`src/hdl/cvr_pkg.sv`:
```
// Constants for the capacitance-to-voltage and ADC gain configuration bank
package cvr_pkg;
    // Register indices (word addresses on the register port)
    localparam logic [5:0] ADDR_LOW_EXC = 6'h02;
    localparam logic [5:0] ADDR_AXIS_SEL = 6'h09;
    localparam logic [5:0] ADDR_B_BW = 6'h0d;
    localparam logic [5:0] ADDR_B_POS_OFS = 6'h0e;
    localparam logic [5:0] ADDR_B_NEG_OFS = 6'h0f;
    localparam logic [5:0] ADDR_COMP_LO = 6'h10;
    localparam logic [5:0] ADDR_A_NEG_OFS = 6'h18;
    localparam logic [5:0] ADDR_B_DGAIN = 6'h1a;
    localparam logic [5:0] ADDR_A_GAIN = 6'h1c;
    localparam logic [5:0] ADDR_A_BW = 6'h20;
    localparam logic [5:0] ADDR_A_DGAIN = 6'h24;
    localparam logic [5:0] ADDR_B_GAIN1 = 6'h25;
    localparam logic [5:0] ADDR_EXC_REF = 6'h28;
    localparam logic [5:0] ADDR_A_POS_OFS = 6'h2a;
    localparam logic [5:0] ADDR_B_GAIN2 = 6'h2c;
    // Field positions (lsb) and widths
    localparam int LOW_EXC_LSB = 30;
    localparam int AXIS_SEL_LSB = 18;
    localparam int AXIS_SEL_W = 2;
    localparam int EXC_REF_LSB = 6;
    localparam int EXC_REF_W = 4;
    localparam int GAIN1_W = 4;
    localparam int GAIN2_W = 3;
    localparam int BW_W = 4;
    localparam int OFS_W = 13;
    localparam int DGAIN_W = 20;
    localparam int COMP_W = 8;
    localparam int A_GAIN1_LSB = 22;
    localparam int A_GAIN2_LSB = 26;
    localparam int B_GAIN1_LSB = 27;
    localparam int B_GAIN2_LSB = 2;
    localparam int A_BW_LSB = 24;
    localparam int B_BW_LSB = 4;
    localparam int A_OFS_LSB = 19;
    localparam int B_OFS_LSB = 0;
    localparam int A_DGAIN_LSB = 0;
    localparam int B_DGAIN_LSB = 12;
    localparam int COMP1_LSB = 24;
    localparam int COMP2_LSB = 16;
    localparam int COMP3_LSB = 8;
    localparam int COMP4_LSB = 0;
    localparam int SAMPLE_W = 24;
    localparam int SCALED_W = SAMPLE_W + DGAIN_W;
    // Axis select codes
    localparam logic [1:0] AXIS_FIRST = 2'h1;
    localparam logic [1:0] AXIS_SECOND = 2'h2;
    // Reset values
    localparam logic [1:0] RST_AXIS_SEL = 2'h2;
    localparam logic [3:0] RST_EXC_REF = 4'h0;
    localparam logic [3:0] RST_BW = 4'hf;
    localparam logic [12:0] RST_OFS = 13'h1623;
    localparam logic [19:0] RST_DGAIN = 20'h001f4;
    localparam logic RST_LOW_EXC_INCL = 1'b1;
    localparam logic RST_LOW_EXC_ACCEL = 1'b0;
    localparam logic [3:0] RST_GAIN1_INCL = 4'hb;
    localparam logic [3:0] RST_GAIN1_ACCEL = 4'hc;
    localparam logic [2:0] RST_GAIN2_INCL = 3'h5;
    localparam logic [2:0] RST_GAIN2_ACCEL = 3'h2;
    localparam logic [7:0] RST_COMP = 8'h00;
endpackage

```
`src/hdl/cvr_field.sv`:
```
// One read/write configuration field inside a shared register word
`timescale 1ns/1ns
`default_nettype none
module cvr_field
#(
    parameter int W = 4,
    parameter int LSB = 0,
    parameter logic [5:0] ADDR = 6'h00
)
(
    // Clock and reset
    input wire logic I_MCLK,
    input wire logic I_RESETN,
    // Reset value chosen by the parent
    input wire logic [W-1:0] i_rst_val,
    // Register port write side
    input wire logic i_wr,
    input wire logic [5:0] i_addr,
    input wire logic [31:0] i_wdata,
    // Stored value
    output logic [W-1:0] o_val
);
    logic [W-1:0] val_ff;

    // Synchronous reset loads the variant default; writes hit own word only
    always_ff @(posedge I_MCLK)
    begin
        if (!I_RESETN)
        begin
            val_ff <= i_rst_val;
        end
        else if (i_wr && (i_addr == ADDR))
        begin
            val_ff <= i_wdata[LSB +: W];
        end
    end

    assign o_val = val_ff;
endmodule
`default_nettype wire

```
`src/hdl/cvr_config_regs.sv`:
```
// Front-end configuration register bank with per-axis setting selection
`timescale 1ns/1ns
`default_nettype none
// What this block does
// RULE_01 - Axis code 1 measures the first axis, code 2 the second axis.
// RULE_02 - One axis converted at a time; host switches by rewriting select.
// RULE_03 - Host writes 54,182,182,54 compensation bytes after choosing axis one.
// RULE_04 - Host writes 182,54,54,182 compensation bytes after choosing axis two.
// RULE_05 - Four-bit excitation trim at word 40 bits 9:6, reset zero.
// RULE_06 - Low-excitation flag word 2 bit 30 forces 1.2 V, ignores trim.
// RULE_07 - Low-excitation flag resets 1 for inclinometer, 0 for accelerometer.
// RULE_08 - First gain fields: word 28 bits 25:22 and word 37 bits 30:27.
// RULE_09 - First gain resets 11 inclinometer, 12 accelerometer, per axis.
// RULE_10 - Second gain fields word 28 bits 28:26, word 44 bits 4:2; 5 or 2.
// RULE_11 - Bandwidth fields word 32 bits 27:24, word 13 bits 7:4, reset 15.
// RULE_12 - Host sets bandwidth 4, 8 or 15 following the first gain value.
// RULE_13 - Offset trims 13 bits reset 5667 at words 42/24 and 14/15.
// RULE_14 - Offset trims accept unsigned codes up to 8191.
// RULE_15 - Signed 20-bit digital gains, reset 500, word 36 and word 26.
// RULE_16 - Selected axis sample is multiplied by its signed digital gain.
// RULE_17 - Settings of the selected axis drive the front end outputs.
// RULE_18 - Host uses read-modify-write on shared words.
// RULE_19 - Every field reads back last written value or its reset default.
module cvr_config_regs
import cvr_pkg::*;
(
    // Clock and reset
    input wire logic I_MCLK,
    input wire logic I_RESETN,
    // Variant strap: high for inclinometer, low for accelerometer
    input wire logic I_VARIANT_INCL,
    // Register port
    input wire logic I_WR,
    input wire logic I_RD,
    input wire logic [5:0] I_ADDR,
    input wire logic [31:0] I_WDATA,
    output logic [31:0] O_RDATA,
    output logic O_RVALID,
    // Converted sample of the active axis
    input wire logic I_SAMPLE_VALID,
    input wire logic [23:0] I_SAMPLE,
    output logic O_SCALED_VALID,
    output logic [43:0] O_SCALED,
    // Applied front-end settings
    output logic O_AXIS_SECOND,
    output logic O_EXC_LOW_MODE,
    output logic [3:0] O_EXC_REF_TRIM,
    output logic [3:0] O_GAIN1,
    output logic [2:0] O_GAIN2,
    output logic [3:0] O_BANDWIDTH,
    output logic [12:0] O_POS_OFFSET,
    output logic [12:0] O_NEG_OFFSET,
    output logic [7:0] O_COMP_BYTE_1,
    output logic [7:0] O_COMP_BYTE_2,
    output logic [7:0] O_COMP_BYTE_3,
    output logic [7:0] O_COMP_BYTE_4
);
    //------------------------------------------------------------
    // Field storage
    //------------------------------------------------------------
    logic [0:0] low_excitation_flag;
    logic [1:0] axis_select;
    logic [3:0] excitation_ref_trim;
    logic [3:0] axis_a_first_gain_ctrl;
    logic [3:0] axis_b_first_gain_ctrl;
    logic [2:0] axis_a_second_gain_ctrl;
    logic [2:0] axis_b_second_gain_ctrl;
    logic [3:0] axis_a_bandwidth_ctrl;
    logic [3:0] axis_b_bandwidth_ctrl;
    logic [12:0] axis_a_pos_offset_trim;
    logic [12:0] axis_a_neg_offset_trim;
    logic [12:0] axis_b_pos_offset_trim;
    logic [12:0] axis_b_neg_offset_trim;
    logic [19:0] axis_a_digital_gain;
    logic [19:0] axis_b_digital_gain;
    logic [7:0] parasitic_comp_byte_1;
    logic [7:0] parasitic_comp_byte_2;
    logic [7:0] parasitic_comp_byte_3;
    logic [7:0] parasitic_comp_byte_4;
    logic [0:0] rst_low_exc;
    logic [3:0] rst_gain1;
    logic [2:0] rst_gain2;
    logic sel_second;
    logic [31:0] nxt_rdata;
    logic [31:0] rdata_ff;
    logic rvalid_ff;
    logic signed [43:0] nxt_scaled;
    logic [43:0] scaled_ff;
    logic scaled_valid_ff;
    logic [3:0] exc_trim_ff;
    logic exc_low_ff;

    // Variant defaults
    // RULE_07 low-excitation default
    assign rst_low_exc = I_VARIANT_INCL ? RST_LOW_EXC_INCL : RST_LOW_EXC_ACCEL;
    // RULE_09 first gain default
    assign rst_gain1 = I_VARIANT_INCL ? RST_GAIN1_INCL : RST_GAIN1_ACCEL;
    // RULE_10 second gain default
    assign rst_gain2 = I_VARIANT_INCL ? RST_GAIN2_INCL : RST_GAIN2_ACCEL;

    // RULE_06 low-excitation flag storage
    cvr_field #(.W(1), .LSB(LOW_EXC_LSB), .ADDR(ADDR_LOW_EXC)) u_low_exc (
        .I_MCLK(I_MCLK), .I_RESETN(I_RESETN), .i_rst_val(rst_low_exc),
        .i_wr(I_WR), .i_addr(I_ADDR), .i_wdata(I_WDATA),
        .o_val(low_excitation_flag));
    // RULE_02 single axis chosen by rewriting select
    cvr_field #(.W(AXIS_SEL_W), .LSB(AXIS_SEL_LSB), .ADDR(ADDR_AXIS_SEL))
    u_axis_sel (
        .I_MCLK(I_MCLK), .I_RESETN(I_RESETN), .i_rst_val(RST_AXIS_SEL),
        .i_wr(I_WR), .i_addr(I_ADDR), .i_wdata(I_WDATA),
        .o_val(axis_select));
    // RULE_05 excitation trim storage
    cvr_field #(.W(EXC_REF_W), .LSB(EXC_REF_LSB), .ADDR(ADDR_EXC_REF))
    u_exc_ref (
        .I_MCLK(I_MCLK), .I_RESETN(I_RESETN), .i_rst_val(RST_EXC_REF),
        .i_wr(I_WR), .i_addr(I_ADDR), .i_wdata(I_WDATA),
        .o_val(excitation_ref_trim));
    // RULE_08 first gain fields
    cvr_field #(.W(GAIN1_W), .LSB(A_GAIN1_LSB), .ADDR(ADDR_A_GAIN)) u_a_g1 (
        .I_MCLK(I_MCLK), .I_RESETN(I_RESETN), .i_rst_val(rst_gain1),
        .i_wr(I_WR), .i_addr(I_ADDR), .i_wdata(I_WDATA),
        .o_val(axis_a_first_gain_ctrl));
    cvr_field #(.W(GAIN1_W), .LSB(B_GAIN1_LSB), .ADDR(ADDR_B_GAIN1)) u_b_g1 (
        .I_MCLK(I_MCLK), .I_RESETN(I_RESETN), .i_rst_val(rst_gain1),
        .i_wr(I_WR), .i_addr(I_ADDR), .i_wdata(I_WDATA),
        .o_val(axis_b_first_gain_ctrl));
    // RULE_10 second gain fields
    cvr_field #(.W(GAIN2_W), .LSB(A_GAIN2_LSB), .ADDR(ADDR_A_GAIN)) u_a_g2 (
        .I_MCLK(I_MCLK), .I_RESETN(I_RESETN), .i_rst_val(rst_gain2),
        .i_wr(I_WR), .i_addr(I_ADDR), .i_wdata(I_WDATA),
        .o_val(axis_a_second_gain_ctrl));
    cvr_field #(.W(GAIN2_W), .LSB(B_GAIN2_LSB), .ADDR(ADDR_B_GAIN2)) u_b_g2 (
        .I_MCLK(I_MCLK), .I_RESETN(I_RESETN), .i_rst_val(rst_gain2),
        .i_wr(I_WR), .i_addr(I_ADDR), .i_wdata(I_WDATA),
        .o_val(axis_b_second_gain_ctrl));
    // RULE_11 bandwidth fields
    cvr_field #(.W(BW_W), .LSB(A_BW_LSB), .ADDR(ADDR_A_BW)) u_a_bw (
        .I_MCLK(I_MCLK), .I_RESETN(I_RESETN), .i_rst_val(RST_BW),
        .i_wr(I_WR), .i_addr(I_ADDR), .i_wdata(I_WDATA),
        .o_val(axis_a_bandwidth_ctrl));
    cvr_field #(.W(BW_W), .LSB(B_BW_LSB), .ADDR(ADDR_B_BW)) u_b_bw (
        .I_MCLK(I_MCLK), .I_RESETN(I_RESETN), .i_rst_val(RST_BW),
        .i_wr(I_WR), .i_addr(I_ADDR), .i_wdata(I_WDATA),
        .o_val(axis_b_bandwidth_ctrl));
    // RULE_13 offset trim fields
    // RULE_14 all codes to 8191 accepted
    cvr_field #(.W(OFS_W), .LSB(A_OFS_LSB), .ADDR(ADDR_A_POS_OFS)) u_a_op (
        .I_MCLK(I_MCLK), .I_RESETN(I_RESETN), .i_rst_val(RST_OFS),
        .i_wr(I_WR), .i_addr(I_ADDR), .i_wdata(I_WDATA),
        .o_val(axis_a_pos_offset_trim));
    cvr_field #(.W(OFS_W), .LSB(A_OFS_LSB), .ADDR(ADDR_A_NEG_OFS)) u_a_on (
        .I_MCLK(I_MCLK), .I_RESETN(I_RESETN), .i_rst_val(RST_OFS),
        .i_wr(I_WR), .i_addr(I_ADDR), .i_wdata(I_WDATA),
        .o_val(axis_a_neg_offset_trim));
    cvr_field #(.W(OFS_W), .LSB(B_OFS_LSB), .ADDR(ADDR_B_POS_OFS)) u_b_op (
        .I_MCLK(I_MCLK), .I_RESETN(I_RESETN), .i_rst_val(RST_OFS),
        .i_wr(I_WR), .i_addr(I_ADDR), .i_wdata(I_WDATA),
        .o_val(axis_b_pos_offset_trim));
    cvr_field #(.W(OFS_W), .LSB(B_OFS_LSB), .ADDR(ADDR_B_NEG_OFS)) u_b_on (
        .I_MCLK(I_MCLK), .I_RESETN(I_RESETN), .i_rst_val(RST_OFS),
        .i_wr(I_WR), .i_addr(I_ADDR), .i_wdata(I_WDATA),
        .o_val(axis_b_neg_offset_trim));
    // RULE_15 digital gain fields
    cvr_field #(.W(DGAIN_W), .LSB(A_DGAIN_LSB), .ADDR(ADDR_A_DGAIN)) u_a_dg (
        .I_MCLK(I_MCLK), .I_RESETN(I_RESETN), .i_rst_val(RST_DGAIN),
        .i_wr(I_WR), .i_addr(I_ADDR), .i_wdata(I_WDATA),
        .o_val(axis_a_digital_gain));
    cvr_field #(.W(DGAIN_W), .LSB(B_DGAIN_LSB), .ADDR(ADDR_B_DGAIN)) u_b_dg (
        .I_MCLK(I_MCLK), .I_RESETN(I_RESETN), .i_rst_val(RST_DGAIN),
        .i_wr(I_WR), .i_addr(I_ADDR), .i_wdata(I_WDATA),
        .o_val(axis_b_digital_gain));
    // Compensation bytes; word 15 is shared with the second-axis trim
    cvr_field #(.W(COMP_W), .LSB(COMP1_LSB), .ADDR(ADDR_B_NEG_OFS)) u_c1 (
        .I_MCLK(I_MCLK), .I_RESETN(I_RESETN), .i_rst_val(RST_COMP),
        .i_wr(I_WR), .i_addr(I_ADDR), .i_wdata(I_WDATA),
        .o_val(parasitic_comp_byte_1));
    cvr_field #(.W(COMP_W), .LSB(COMP2_LSB), .ADDR(ADDR_B_NEG_OFS)) u_c2 (
        .I_MCLK(I_MCLK), .I_RESETN(I_RESETN), .i_rst_val(RST_COMP),
        .i_wr(I_WR), .i_addr(I_ADDR), .i_wdata(I_WDATA),
        .o_val(parasitic_comp_byte_2));
    cvr_field #(.W(COMP_W), .LSB(COMP3_LSB), .ADDR(ADDR_COMP_LO)) u_c3 (
        .I_MCLK(I_MCLK), .I_RESETN(I_RESETN), .i_rst_val(RST_COMP),
        .i_wr(I_WR), .i_addr(I_ADDR), .i_wdata(I_WDATA),
        .o_val(parasitic_comp_byte_3));
    cvr_field #(.W(COMP_W), .LSB(COMP4_LSB), .ADDR(ADDR_COMP_LO)) u_c4 (
        .I_MCLK(I_MCLK), .I_RESETN(I_RESETN), .i_rst_val(RST_COMP),
        .i_wr(I_WR), .i_addr(I_ADDR), .i_wdata(I_WDATA),
        .o_val(parasitic_comp_byte_4));

    //------------------------------------------------------------
    // Read-back
    //------------------------------------------------------------
    // RULE_19 read returns stored fields, other bits zero
    always_comb
    begin
        nxt_rdata = 32'h00000000;
        unique case (I_ADDR)
            ADDR_LOW_EXC: nxt_rdata[LOW_EXC_LSB] = low_excitation_flag[0];
            ADDR_AXIS_SEL: nxt_rdata[AXIS_SEL_LSB +: AXIS_SEL_W] = axis_select;
            ADDR_EXC_REF:
                nxt_rdata[EXC_REF_LSB +: EXC_REF_W] = excitation_ref_trim;
            ADDR_A_GAIN:
            begin
                nxt_rdata[A_GAIN1_LSB +: GAIN1_W] = axis_a_first_gain_ctrl;
                nxt_rdata[A_GAIN2_LSB +: GAIN2_W] = axis_a_second_gain_ctrl;
            end
            ADDR_B_GAIN1:
                nxt_rdata[B_GAIN1_LSB +: GAIN1_W] = axis_b_first_gain_ctrl;
            ADDR_B_GAIN2:
                nxt_rdata[B_GAIN2_LSB +: GAIN2_W] = axis_b_second_gain_ctrl;
            ADDR_A_BW: nxt_rdata[A_BW_LSB +: BW_W] = axis_a_bandwidth_ctrl;
            ADDR_B_BW: nxt_rdata[B_BW_LSB +: BW_W] = axis_b_bandwidth_ctrl;
            ADDR_A_POS_OFS:
                nxt_rdata[A_OFS_LSB +: OFS_W] = axis_a_pos_offset_trim;
            ADDR_A_NEG_OFS:
                nxt_rdata[A_OFS_LSB +: OFS_W] = axis_a_neg_offset_trim;
            ADDR_B_POS_OFS:
                nxt_rdata[B_OFS_LSB +: OFS_W] = axis_b_pos_offset_trim;
            ADDR_B_NEG_OFS:
            begin
                nxt_rdata[B_OFS_LSB +: OFS_W] = axis_b_neg_offset_trim;
                nxt_rdata[COMP1_LSB +: COMP_W] = parasitic_comp_byte_1;
                nxt_rdata[COMP2_LSB +: COMP_W] = parasitic_comp_byte_2;
            end
            ADDR_COMP_LO:
            begin
                nxt_rdata[COMP3_LSB +: COMP_W] = parasitic_comp_byte_3;
                nxt_rdata[COMP4_LSB +: COMP_W] = parasitic_comp_byte_4;
            end
            ADDR_A_DGAIN:
                nxt_rdata[A_DGAIN_LSB +: DGAIN_W] = axis_a_digital_gain;
            ADDR_B_DGAIN:
                nxt_rdata[B_DGAIN_LSB +: DGAIN_W] = axis_b_digital_gain;
            default: nxt_rdata = 32'h00000000;
        endcase
    end

    // Read data registered one cycle after the strobe
    always_ff @(posedge I_MCLK)
    begin
        if (!I_RESETN)
        begin
            rdata_ff <= 32'h00000000;
            rvalid_ff <= 1'b0;
        end
        else
        begin
            rvalid_ff <= I_RD;
            if (I_RD)
            begin
                rdata_ff <= nxt_rdata;
            end
        end
    end

    //------------------------------------------------------------
    // Applied settings
    //------------------------------------------------------------
    // RULE_01 code 2 picks the second axis; other codes fall to the first
    assign sel_second = (axis_select == AXIS_SECOND);

    // RULE_06 low mode masks the trim so it cannot steer the reference
    always_ff @(posedge I_MCLK)
    begin
        if (!I_RESETN)
        begin
            exc_low_ff <= 1'b0;
            exc_trim_ff <= RST_EXC_REF;
        end
        else
        begin
            exc_low_ff <= low_excitation_flag[0];
            exc_trim_ff <= low_excitation_flag[0] ? RST_EXC_REF
                : excitation_ref_trim;
        end
    end

    // RULE_17 settings muxed from the selected axis
    assign O_GAIN1 = sel_second ? axis_b_first_gain_ctrl
        : axis_a_first_gain_ctrl;
    assign O_GAIN2 = sel_second ? axis_b_second_gain_ctrl
        : axis_a_second_gain_ctrl;
    assign O_BANDWIDTH = sel_second ? axis_b_bandwidth_ctrl
        : axis_a_bandwidth_ctrl;
    assign O_POS_OFFSET = sel_second ? axis_b_pos_offset_trim
        : axis_a_pos_offset_trim;
    assign O_NEG_OFFSET = sel_second ? axis_b_neg_offset_trim
        : axis_a_neg_offset_trim;

    // RULE_16 signed scale of the active sample
    always_comb
    begin
        nxt_scaled = $signed(I_SAMPLE) * $signed(sel_second
            ? axis_b_digital_gain : axis_a_digital_gain);
    end

    always_ff @(posedge I_MCLK)
    begin
        if (!I_RESETN)
        begin
            scaled_ff <= 44'h00000000000;
            scaled_valid_ff <= 1'b0;
        end
        else
        begin
            scaled_valid_ff <= I_SAMPLE_VALID;
            if (I_SAMPLE_VALID)
            begin
                scaled_ff <= nxt_scaled;
            end
        end
    end

    // Output drive
    assign O_RDATA = rdata_ff;
    assign O_RVALID = rvalid_ff;
    assign O_SCALED = scaled_ff;
    assign O_SCALED_VALID = scaled_valid_ff;
    assign O_AXIS_SECOND = sel_second;
    assign O_EXC_LOW_MODE = exc_low_ff;
    assign O_EXC_REF_TRIM = exc_trim_ff;
    assign O_COMP_BYTE_1 = parasitic_comp_byte_1;
    assign O_COMP_BYTE_2 = parasitic_comp_byte_2;
    assign O_COMP_BYTE_3 = parasitic_comp_byte_3;
    assign O_COMP_BYTE_4 = parasitic_comp_byte_4;
endmodule
`default_nettype wire

```
`config.mk`:
```
export PLATFORM = sky130hd
export DESIGN_NAME = cvr_config_regs
export DESIGN_NICKNAME = d
export VERILOG_FILES = /design/src/hdl/cvr_pkg.sv /design/src/hdl/cvr_field.sv /design/src/hdl/cvr_config_regs.sv
export SDC_FILE = /design/constraint.sdc
export NUM_CORES = 2
export LEC_CHECK = 0
export BUFFER_PORTS_ARGS = -buffer_cell sky130_fd_sc_hd__buf_2
export CAP_MARGIN = 20
export CORE_ASPECT_RATIO = 0.75
export CORE_MARGIN = 3
export CORE_UTILIZATION = 35
export CTS_CLUSTER_DIAMETER = 80
export CTS_CLUSTER_SIZE = 30
export DETAILED_ROUTE_END_ITERATION = 10
export GPL_TIMING_DRIVEN = 0
export SETUP_SLACK_MARGIN = 0.4
export SYNTH_ARGS = -nofsm -noshare
export SYNTH_HDL_FRONTEND = slang
export SYNTH_SLANG_ARGS = --single-unit
```
`constraint.sdc`:
```
create_clock -name I_MCLK -period 14.1 [get_ports I_MCLK]
set_input_delay 1.41 -clock I_MCLK [delete_from_list [all_inputs] [get_ports I_MCLK]]
set_output_delay 1.41 -clock I_MCLK [all_outputs]
set_load 0.05 [all_outputs]
```
* Word level (Yosys, flattened, before mapping) *
Index checks and enable logic that the tools add are counted.

storage, ports and cells
  register bits = 236
  input port bits = 68
  word-level logic and storage cells = 102

operators by class
  $mul = 1
  equal/unequal tests = 20
  muxes and demuxes = 39
  bitwise operators = 1
  reduce and logical (&&, ||, !) cells = 16

operator list
  operator            number
  $mul 24x20->44      1
  $eq 6x6->1 const B  6
  $pmux 2 s5          3
  $mux 13             2
  $eq 6x4->1 const B  4
  $eq 6x5->1 const B  4
  $mux 4              6
  $pmux 1 s6          4
  $pmux 2 s4          3
  $mux 3              7
  $mux 20             1
  $pmux 3 s6          1
  $logic_and 1x1->1   15
  $pmux 1 s5          3
  $pmux 2 s6          1
  $pmux 3 s3          1
  $ne 2x1->1 const B  4
  $pmux 1 s4          2
  $pmux 1 s7          1
  $eq 6x2->1 const B  1
  $pmux 2 s3          1
  $mux 1              3
  $eq 2x2->1 const B  1
  $reduce_or 2->1     1
  $not 1->1           1

* Depth between registers and ports, before layout *
  word-level depth = 4
  depth in mapped cells = 31

* By module *
Synthesis repeated with hierarchy kept, for this count alone.

second synthesis, totals
  cells, all modules = 2824
  area, all modules = 29166.7 sq um

modules (own cells, without submodules)
  module                   instances  cells an instance  area each (sq um)  sequential area each (sq um)
  cvr_config_regs          1          2452               22052.4            1661.6
  cvr_field at u_a_op ...  2          30                 569.3              390.4
  cvr_field at u_b_dg      1          45                 940.9              600.6
  cvr_field at u_a_dg      1          44                 937.1              600.6
  cvr_field at u_c1 ...    2          20                 392.9              240.2
  cvr_field at u_c3 ...    2          20                 361.6              240.2
  cvr_field at u_b_op      1          30                 570.5              390.4
  cvr_field at u_a_on      1          29                 565.5              390.4
  cvr_field at u_a_g1 ...  2          11                 193.9              120.1
  cvr_field at u_a_g2 ...  2          9                  152.6              90.1
  cvr_field at u_b_bw      1          11                 192.7              120.1
  cvr_field at u_a_bw      1          11                 191.4              120.1
  cvr_field at u_exc_ref   1          10                 190.2              120.1
  cvr_field at u_axis_sel  1          7                  113.9              60.1
  cvr_field at u_low_exc   1          5                  71.3               30.0

* Worst setup path after synthesis *
Ideal clock, no wire load.

  path type = reg2reg
  start = register u_axis_sel.val_ff[0] (netlist: u_axis_sel.o_val[0])
  end = register scaled_ff[39] (netlist: O_SCALED[39])
  library setup time = 0.119 ns
  arrival = 7.619 ns
  required time = 13.981 ns
  slack = 6.362 ns
  cell stages (with the launch flop) = 26
  path through = dfxtp_1 > nand2b_1 > clkbuf_1 > clkbuf_1 > mux2i_1 > clkbuf_1 > nor2b_1 > fa_1 > inv_1 > fa_1 > inv_1 > fa_1 > fa_1 > fa_1 > fa_1 > inv_1 > fa_1 > inv_1 > ha_1 > a21oi_1 > o21ai_0 > or3_1 > o221a_4 > a311o_1 > xnor2_1 > o21ai_1

between the ends
  cells in the longest elaborated chain, start to end = 3

RTL lines
  element                 line                    RTL
  from (decl)             cvr_field.sv:23         logic [W-1:0] val_ff;
  from (signal assigned)  cvr_field.sv:30         val_ff <= i_rst_val;
  from (signal assigned)  cvr_field.sv:34         val_ff <= i_wdata[LSB +: W];
  $eq 2x2->1              cvr_config_regs.sv:260  assign sel_second = (axis_select == AXIS_SECOND);
  $mux 20                 cvr_config_regs.sv:294  ? axis_b_digital_gain : axis_a_digital_gain);
  $mul 24x20->44          cvr_config_regs.sv:293  nxt_scaled = $signed(I_SAMPLE) * $signed(sel_second
  to (signal assigned)    cvr_config_regs.sv:309  scaled_ff <= nxt_scaled;
  to (decl)               cvr_config_regs.sv:88   logic [43:0] scaled_ff;

No other way between the ends.
A chain may end at the register's enable or synchronous reset.

* Worst setup path in the final report *
  start = register u_axis_sel.val_ff[0] (netlist: u_axis_sel.o_val[0])
  end = register scaled_ff[31] (netlist: O_SCALED[31])

Same word-level chain as after synthesis.

==> key figures <==
STA
  – Final hold violations: 0
  – Final max-slew violation count: 0
  – Max-slew headroom: a little under a fifth
  – # setup viols final: 0
  – Final Cycle Share: roughly two thirds
  – FMAX: 0.1034 GHz
  – Clock skew: between 0.04 and 0.05 ns
  – Slew @ Worst Pin: 1.180 ns
  – Final Critical Period: 9.676 ns
  – Final setup TNS: 0 ns
  – RSZ-0062 raised after global routing: no

Critical path
  – Reg-to-reg setup timing slack: 4.42 ns
  – CP arrival: 10.08 ns
  – Max FO, Critical Path: 10
  – Critical path class: reg -> reg
  – Worst setup EP type: flip-flop
  – CP startpoint kind: flip-flop
  – Worst reg2reg path depth: 26
  – RR Endpoint: O_SCALED[31]
  – CP required: 14.50 ns
  – R2r startpoint: u_axis_sel.o_val[0]

Route
  – Routed Antenna Nets: 0
  – Final WL: 100600 µm
  – Detailed-route via count: 23260
  – DRC errors left: 0
  – Vias per cell: slightly above 5
  – Drt wl/cell: about 22 µm
  – Drt pass-1 iters: 8
  – Starting DRC count in detailed routing: 2284

Clocking
  – H-tree Lvls: 1
  – # hold bufs at CTS: 0
  – Post-CTS Resized: 0
  – Post-CTS setup buffers: 0
  – TritonCTS clock tree: yes
  – Bufs on Longest Clock Path: 3
  – Clock Latency Late Sink: 0.54 ns
  – # clock sinks: 236
  – CTS buffer count: 13
  – CTS Root Buffer Type: clkbuf_16
  – CTS clk-pin slew, worst paths: 0.12 ns

GRT
  – Gr busiest metal: met1
  – Largest net degree at the start of global routing: 32
  – Total Routing Usage GR: between 20% and 30%
  – Met2 Track Usage GR: 34.34%
  – M3 GR Usage: under 10%
  – First-pass GRT wire length: 149100 µm
  – Grt met1 use: 35.64%
  – Gr ovfl total: 0
  – Initial antenna violation count: 15
  – Vias in the first global route: around 23000

Finish
  – Area Overhead vs Synth: 9.883%
  – Multi-input gate area: 19880 µm²
  – Layout Nets: 4128
  – Layout cells sized above 1: 7.054%
  – Ant diodes: 0
  – Register area: 4875 µm²
  – Fillers: approximately 8000

Placed design
  – RePlAce Congestion: just under 1
  – Hpwl dp: approximately 84000 µm
  – Buffers on Ports: 196

Run
  – Max_cap viols: 0

Power and ir drop
  – P per Cell Area: 172.6 nW/µm²
  – Switching power: 2.818 mW
  – Comb pwr share: 76.5%
  – Maximum VDD drop: 0.0002286 V
  – Pleak: 14.27 nW
  – Internal Pwr Total: 2.397 mW
  – Sequential share of power: 14.8%
  – Switching share of power: 54.04%
  – Clock power frac: 8.7%
  – Tot Pwr: approximately 5.2 mW

Outcome
  – Status: completed

Yosys
  – Main area contributors after synthesis: fa_1 36%, dfxtp_1 16%, nand2_1 9.9%
  – Async set or reset register ratio after synthesis: 0%
  – Cell Area, Synth: 27500 µm²
  – Post-synth top area share: 35.82%
  – Yosys reg bits: ~240
  – Unique masters post-synth: 72
  – Synth Instances: 3241
  – Syn Nets: 3916
  – Dominant synthesized flop cell: dfxtp_1
  – Synth Area per Inst: about 8.5 µm²
  – Post-synth top area cell: fa_1
  – Number of flops mapped to enable cells by yosys: 15
  – YS warnings: 0
  – Seq/Total Area, Yosys: 17.73%

Floorplan
  – Io pins: 221
  – Die height: around 250 µm
  – Initial core utilization: 35.53%
  – Core ar.: 77400 µm²
  – Site row count: 88
  – Chip width: between 300 and 400 µm
  – Die Area: approximately 80000 µm²

Worst hold path
  – HP Class: reg -> reg
  – Min-delay src: O_SCALED[27]
  – Worst Hold End: O_SCALED[27]
  – Hold Crit Depth: 2
[critical path: stages (launching register included)]
cell	delay, ns
dfxtp_1	0.38
nand2b_1	0.11
clkbuf_1	0.30
clkbuf_1	0.53
mux2i_1	0.88
clkbuf_1	0.72
nor2b_1	0.16
fa_1	0.55
fa_1	0.53
inv_1	0.05
fa_1	0.48
inv_1	0.06
fa_1	0.48
fa_1	0.45
fa_1	0.51
inv_1	0.05
fa_1	0.49
inv_1	0.05
ha_1	0.47
nand4_1	0.16
a2111oi_0	0.32
o21ai_1	0.27
a31o_1	0.29
o311ai_2	0.43
a31oi_1	0.23
xor2_1	0.45
o21ai_1	0.11
[registers in the layout, indices dropped and copies added (netlist names), 8 cells and up]
name and flops:
O_SCALED 44, O_RDATA 32, u_a_dg.o_val 20, u_b_dg.o_val 20, u_a_on.o_val 13, u_a_op.o_val 13, u_b_on.o_val 13, u_b_op.o_val 13
u_c1.o_val 8, u_c2.o_val 8, u_c3.o_val 8, u_c4.o_val 8
[through the flow]
stage	std cells	worst slack [ns]	util [%]	hold slack, ns	instance area (µm²)
floorplan	3241	6.362	-	0.4363	27500
global placement	4472	4.612	38.47	0.4555	29770
detailed placement	4472	4.728	38.47	0.4514	29770
CTS	4493	4.619	39.02	0.4718	30200
global route	4494	4.052	39.04	0.4928	30220
finish	4494	4.424	39.04	0.4671	30220
[routing by layer]
metal  vias to the layer above  part of all wire (%)
met5                         -                 0.026
met4                         6                   1.8
met3                       121                    13
met2                      1039                    41
met1                     11710                    45
li1                      10390                     -
[area by class of cell]
class                           instances  share of cell area [%]
Inverter                              548                   6.807
Clock inverter                          7                  0.3230
Buffer                                180                   2.286
Timing Repair Buffer                  197                   3.296
Tap cell                             1035                   4.286
Clock buffer                           14                   1.089
Sequential cell                       236                   16.13
Multi-Input combinational cell       2277                   65.78
[layout by cell type, fill, tap and decap left out, types with 14 or more instances in the layout]
cell type and count:
nor2_1 96, o211ai_1 16, a22oi_1 18, edfxtp_1 15
nand2b_1 21, mux2i_1 23, and2_1 142, nor2b_1 114
a21oi_1 155, o21ai_0 41, nor3_1 17, inv_1 546
clkbuf_1 169, ha_1 115, buf_2 202, a221oi_1 17
nand2_1 728, a21o_1 14, nand3_1 72, dfxtp_1 221
xnor2_1 24, a31oi_1 17, fa_1 492, o21ai_1 14
[synth_stat cells (4+ instances only)]
master / instances
a31oi_1: 17
clkbuf_1: 168
ha_1: 115
a21oi_1: 155
a222oi_1: 9
a22oi_1: 18
buf_2: 6
nor3_1: 17
nand2b_1: 21
a211oi_1: 10
inv_1: 546
nand3_1: 72
xor2_1: 10
a41oi_1: 9
dfxtp_1: 221
a21o_1: 14
nand2_1: 728
or3_1: 9
edfxtp_1: 15
nor2b_1: 114
a221o_1: 4
xnor2_1: 24
fa_1: 492
buf_1: 5
or2_2: 6
nor2_1: 96
nand4_1: 5
a211o_1: 5
o21ai_1: 14
o21a_1: 8
a221oi_1: 17
a22o_1: 13
and2_1: 142
mux2i_1: 23
o21bai_1: 4
o21ai_0: 41
o211ai_1: 16
[power by group through the flow]
stage	Clock, mW	Combinational [mW]	Sequential (mW)
6_report	0.456	3.99	0.772
3_3_place_gp	0	3.92	0.785
3_5_place_dp	0	3.94	0.783
4_1_cts	0.457	3.97	0.768
2_1_floorplan	0	2.83	0.891
5_1_grt	0.483	4.50	0.775
[cells by family after synthesis]
family	after synthesis	synth area share, %
buffers and inverters	728	9.992
adder cells (fa/ha/maj)	607	41.05
multiplexers	26	0.9600
flip-flops	236	17.73
AND/OR/NAND/NOR	1228	20.18
AO/OA/AOI/OAI	382	9.005
XOR/XNOR	34	1.083
[worst max path at each step]
stage,startpoint,to,slack (ns),cells after the start
2_1_floorplan,I_SAMPLE[23],O_SCALED[39],6.36,21
3_3_place_gp,u_axis_sel.o_val[0],O_SCALED[39],4.61,25
3_5_place_dp,u_axis_sel.o_val[0],O_SCALED[39],4.73,25
4_1_cts,u_axis_sel.o_val[0],O_SCALED[39],4.62,25
5_1_grt,u_axis_sel.o_val[0],O_SCALED[39],4.05,25
6_report,u_axis_sel.o_val[0],O_SCALED[31],4.42,26
(Power assumes the default switching activity.)
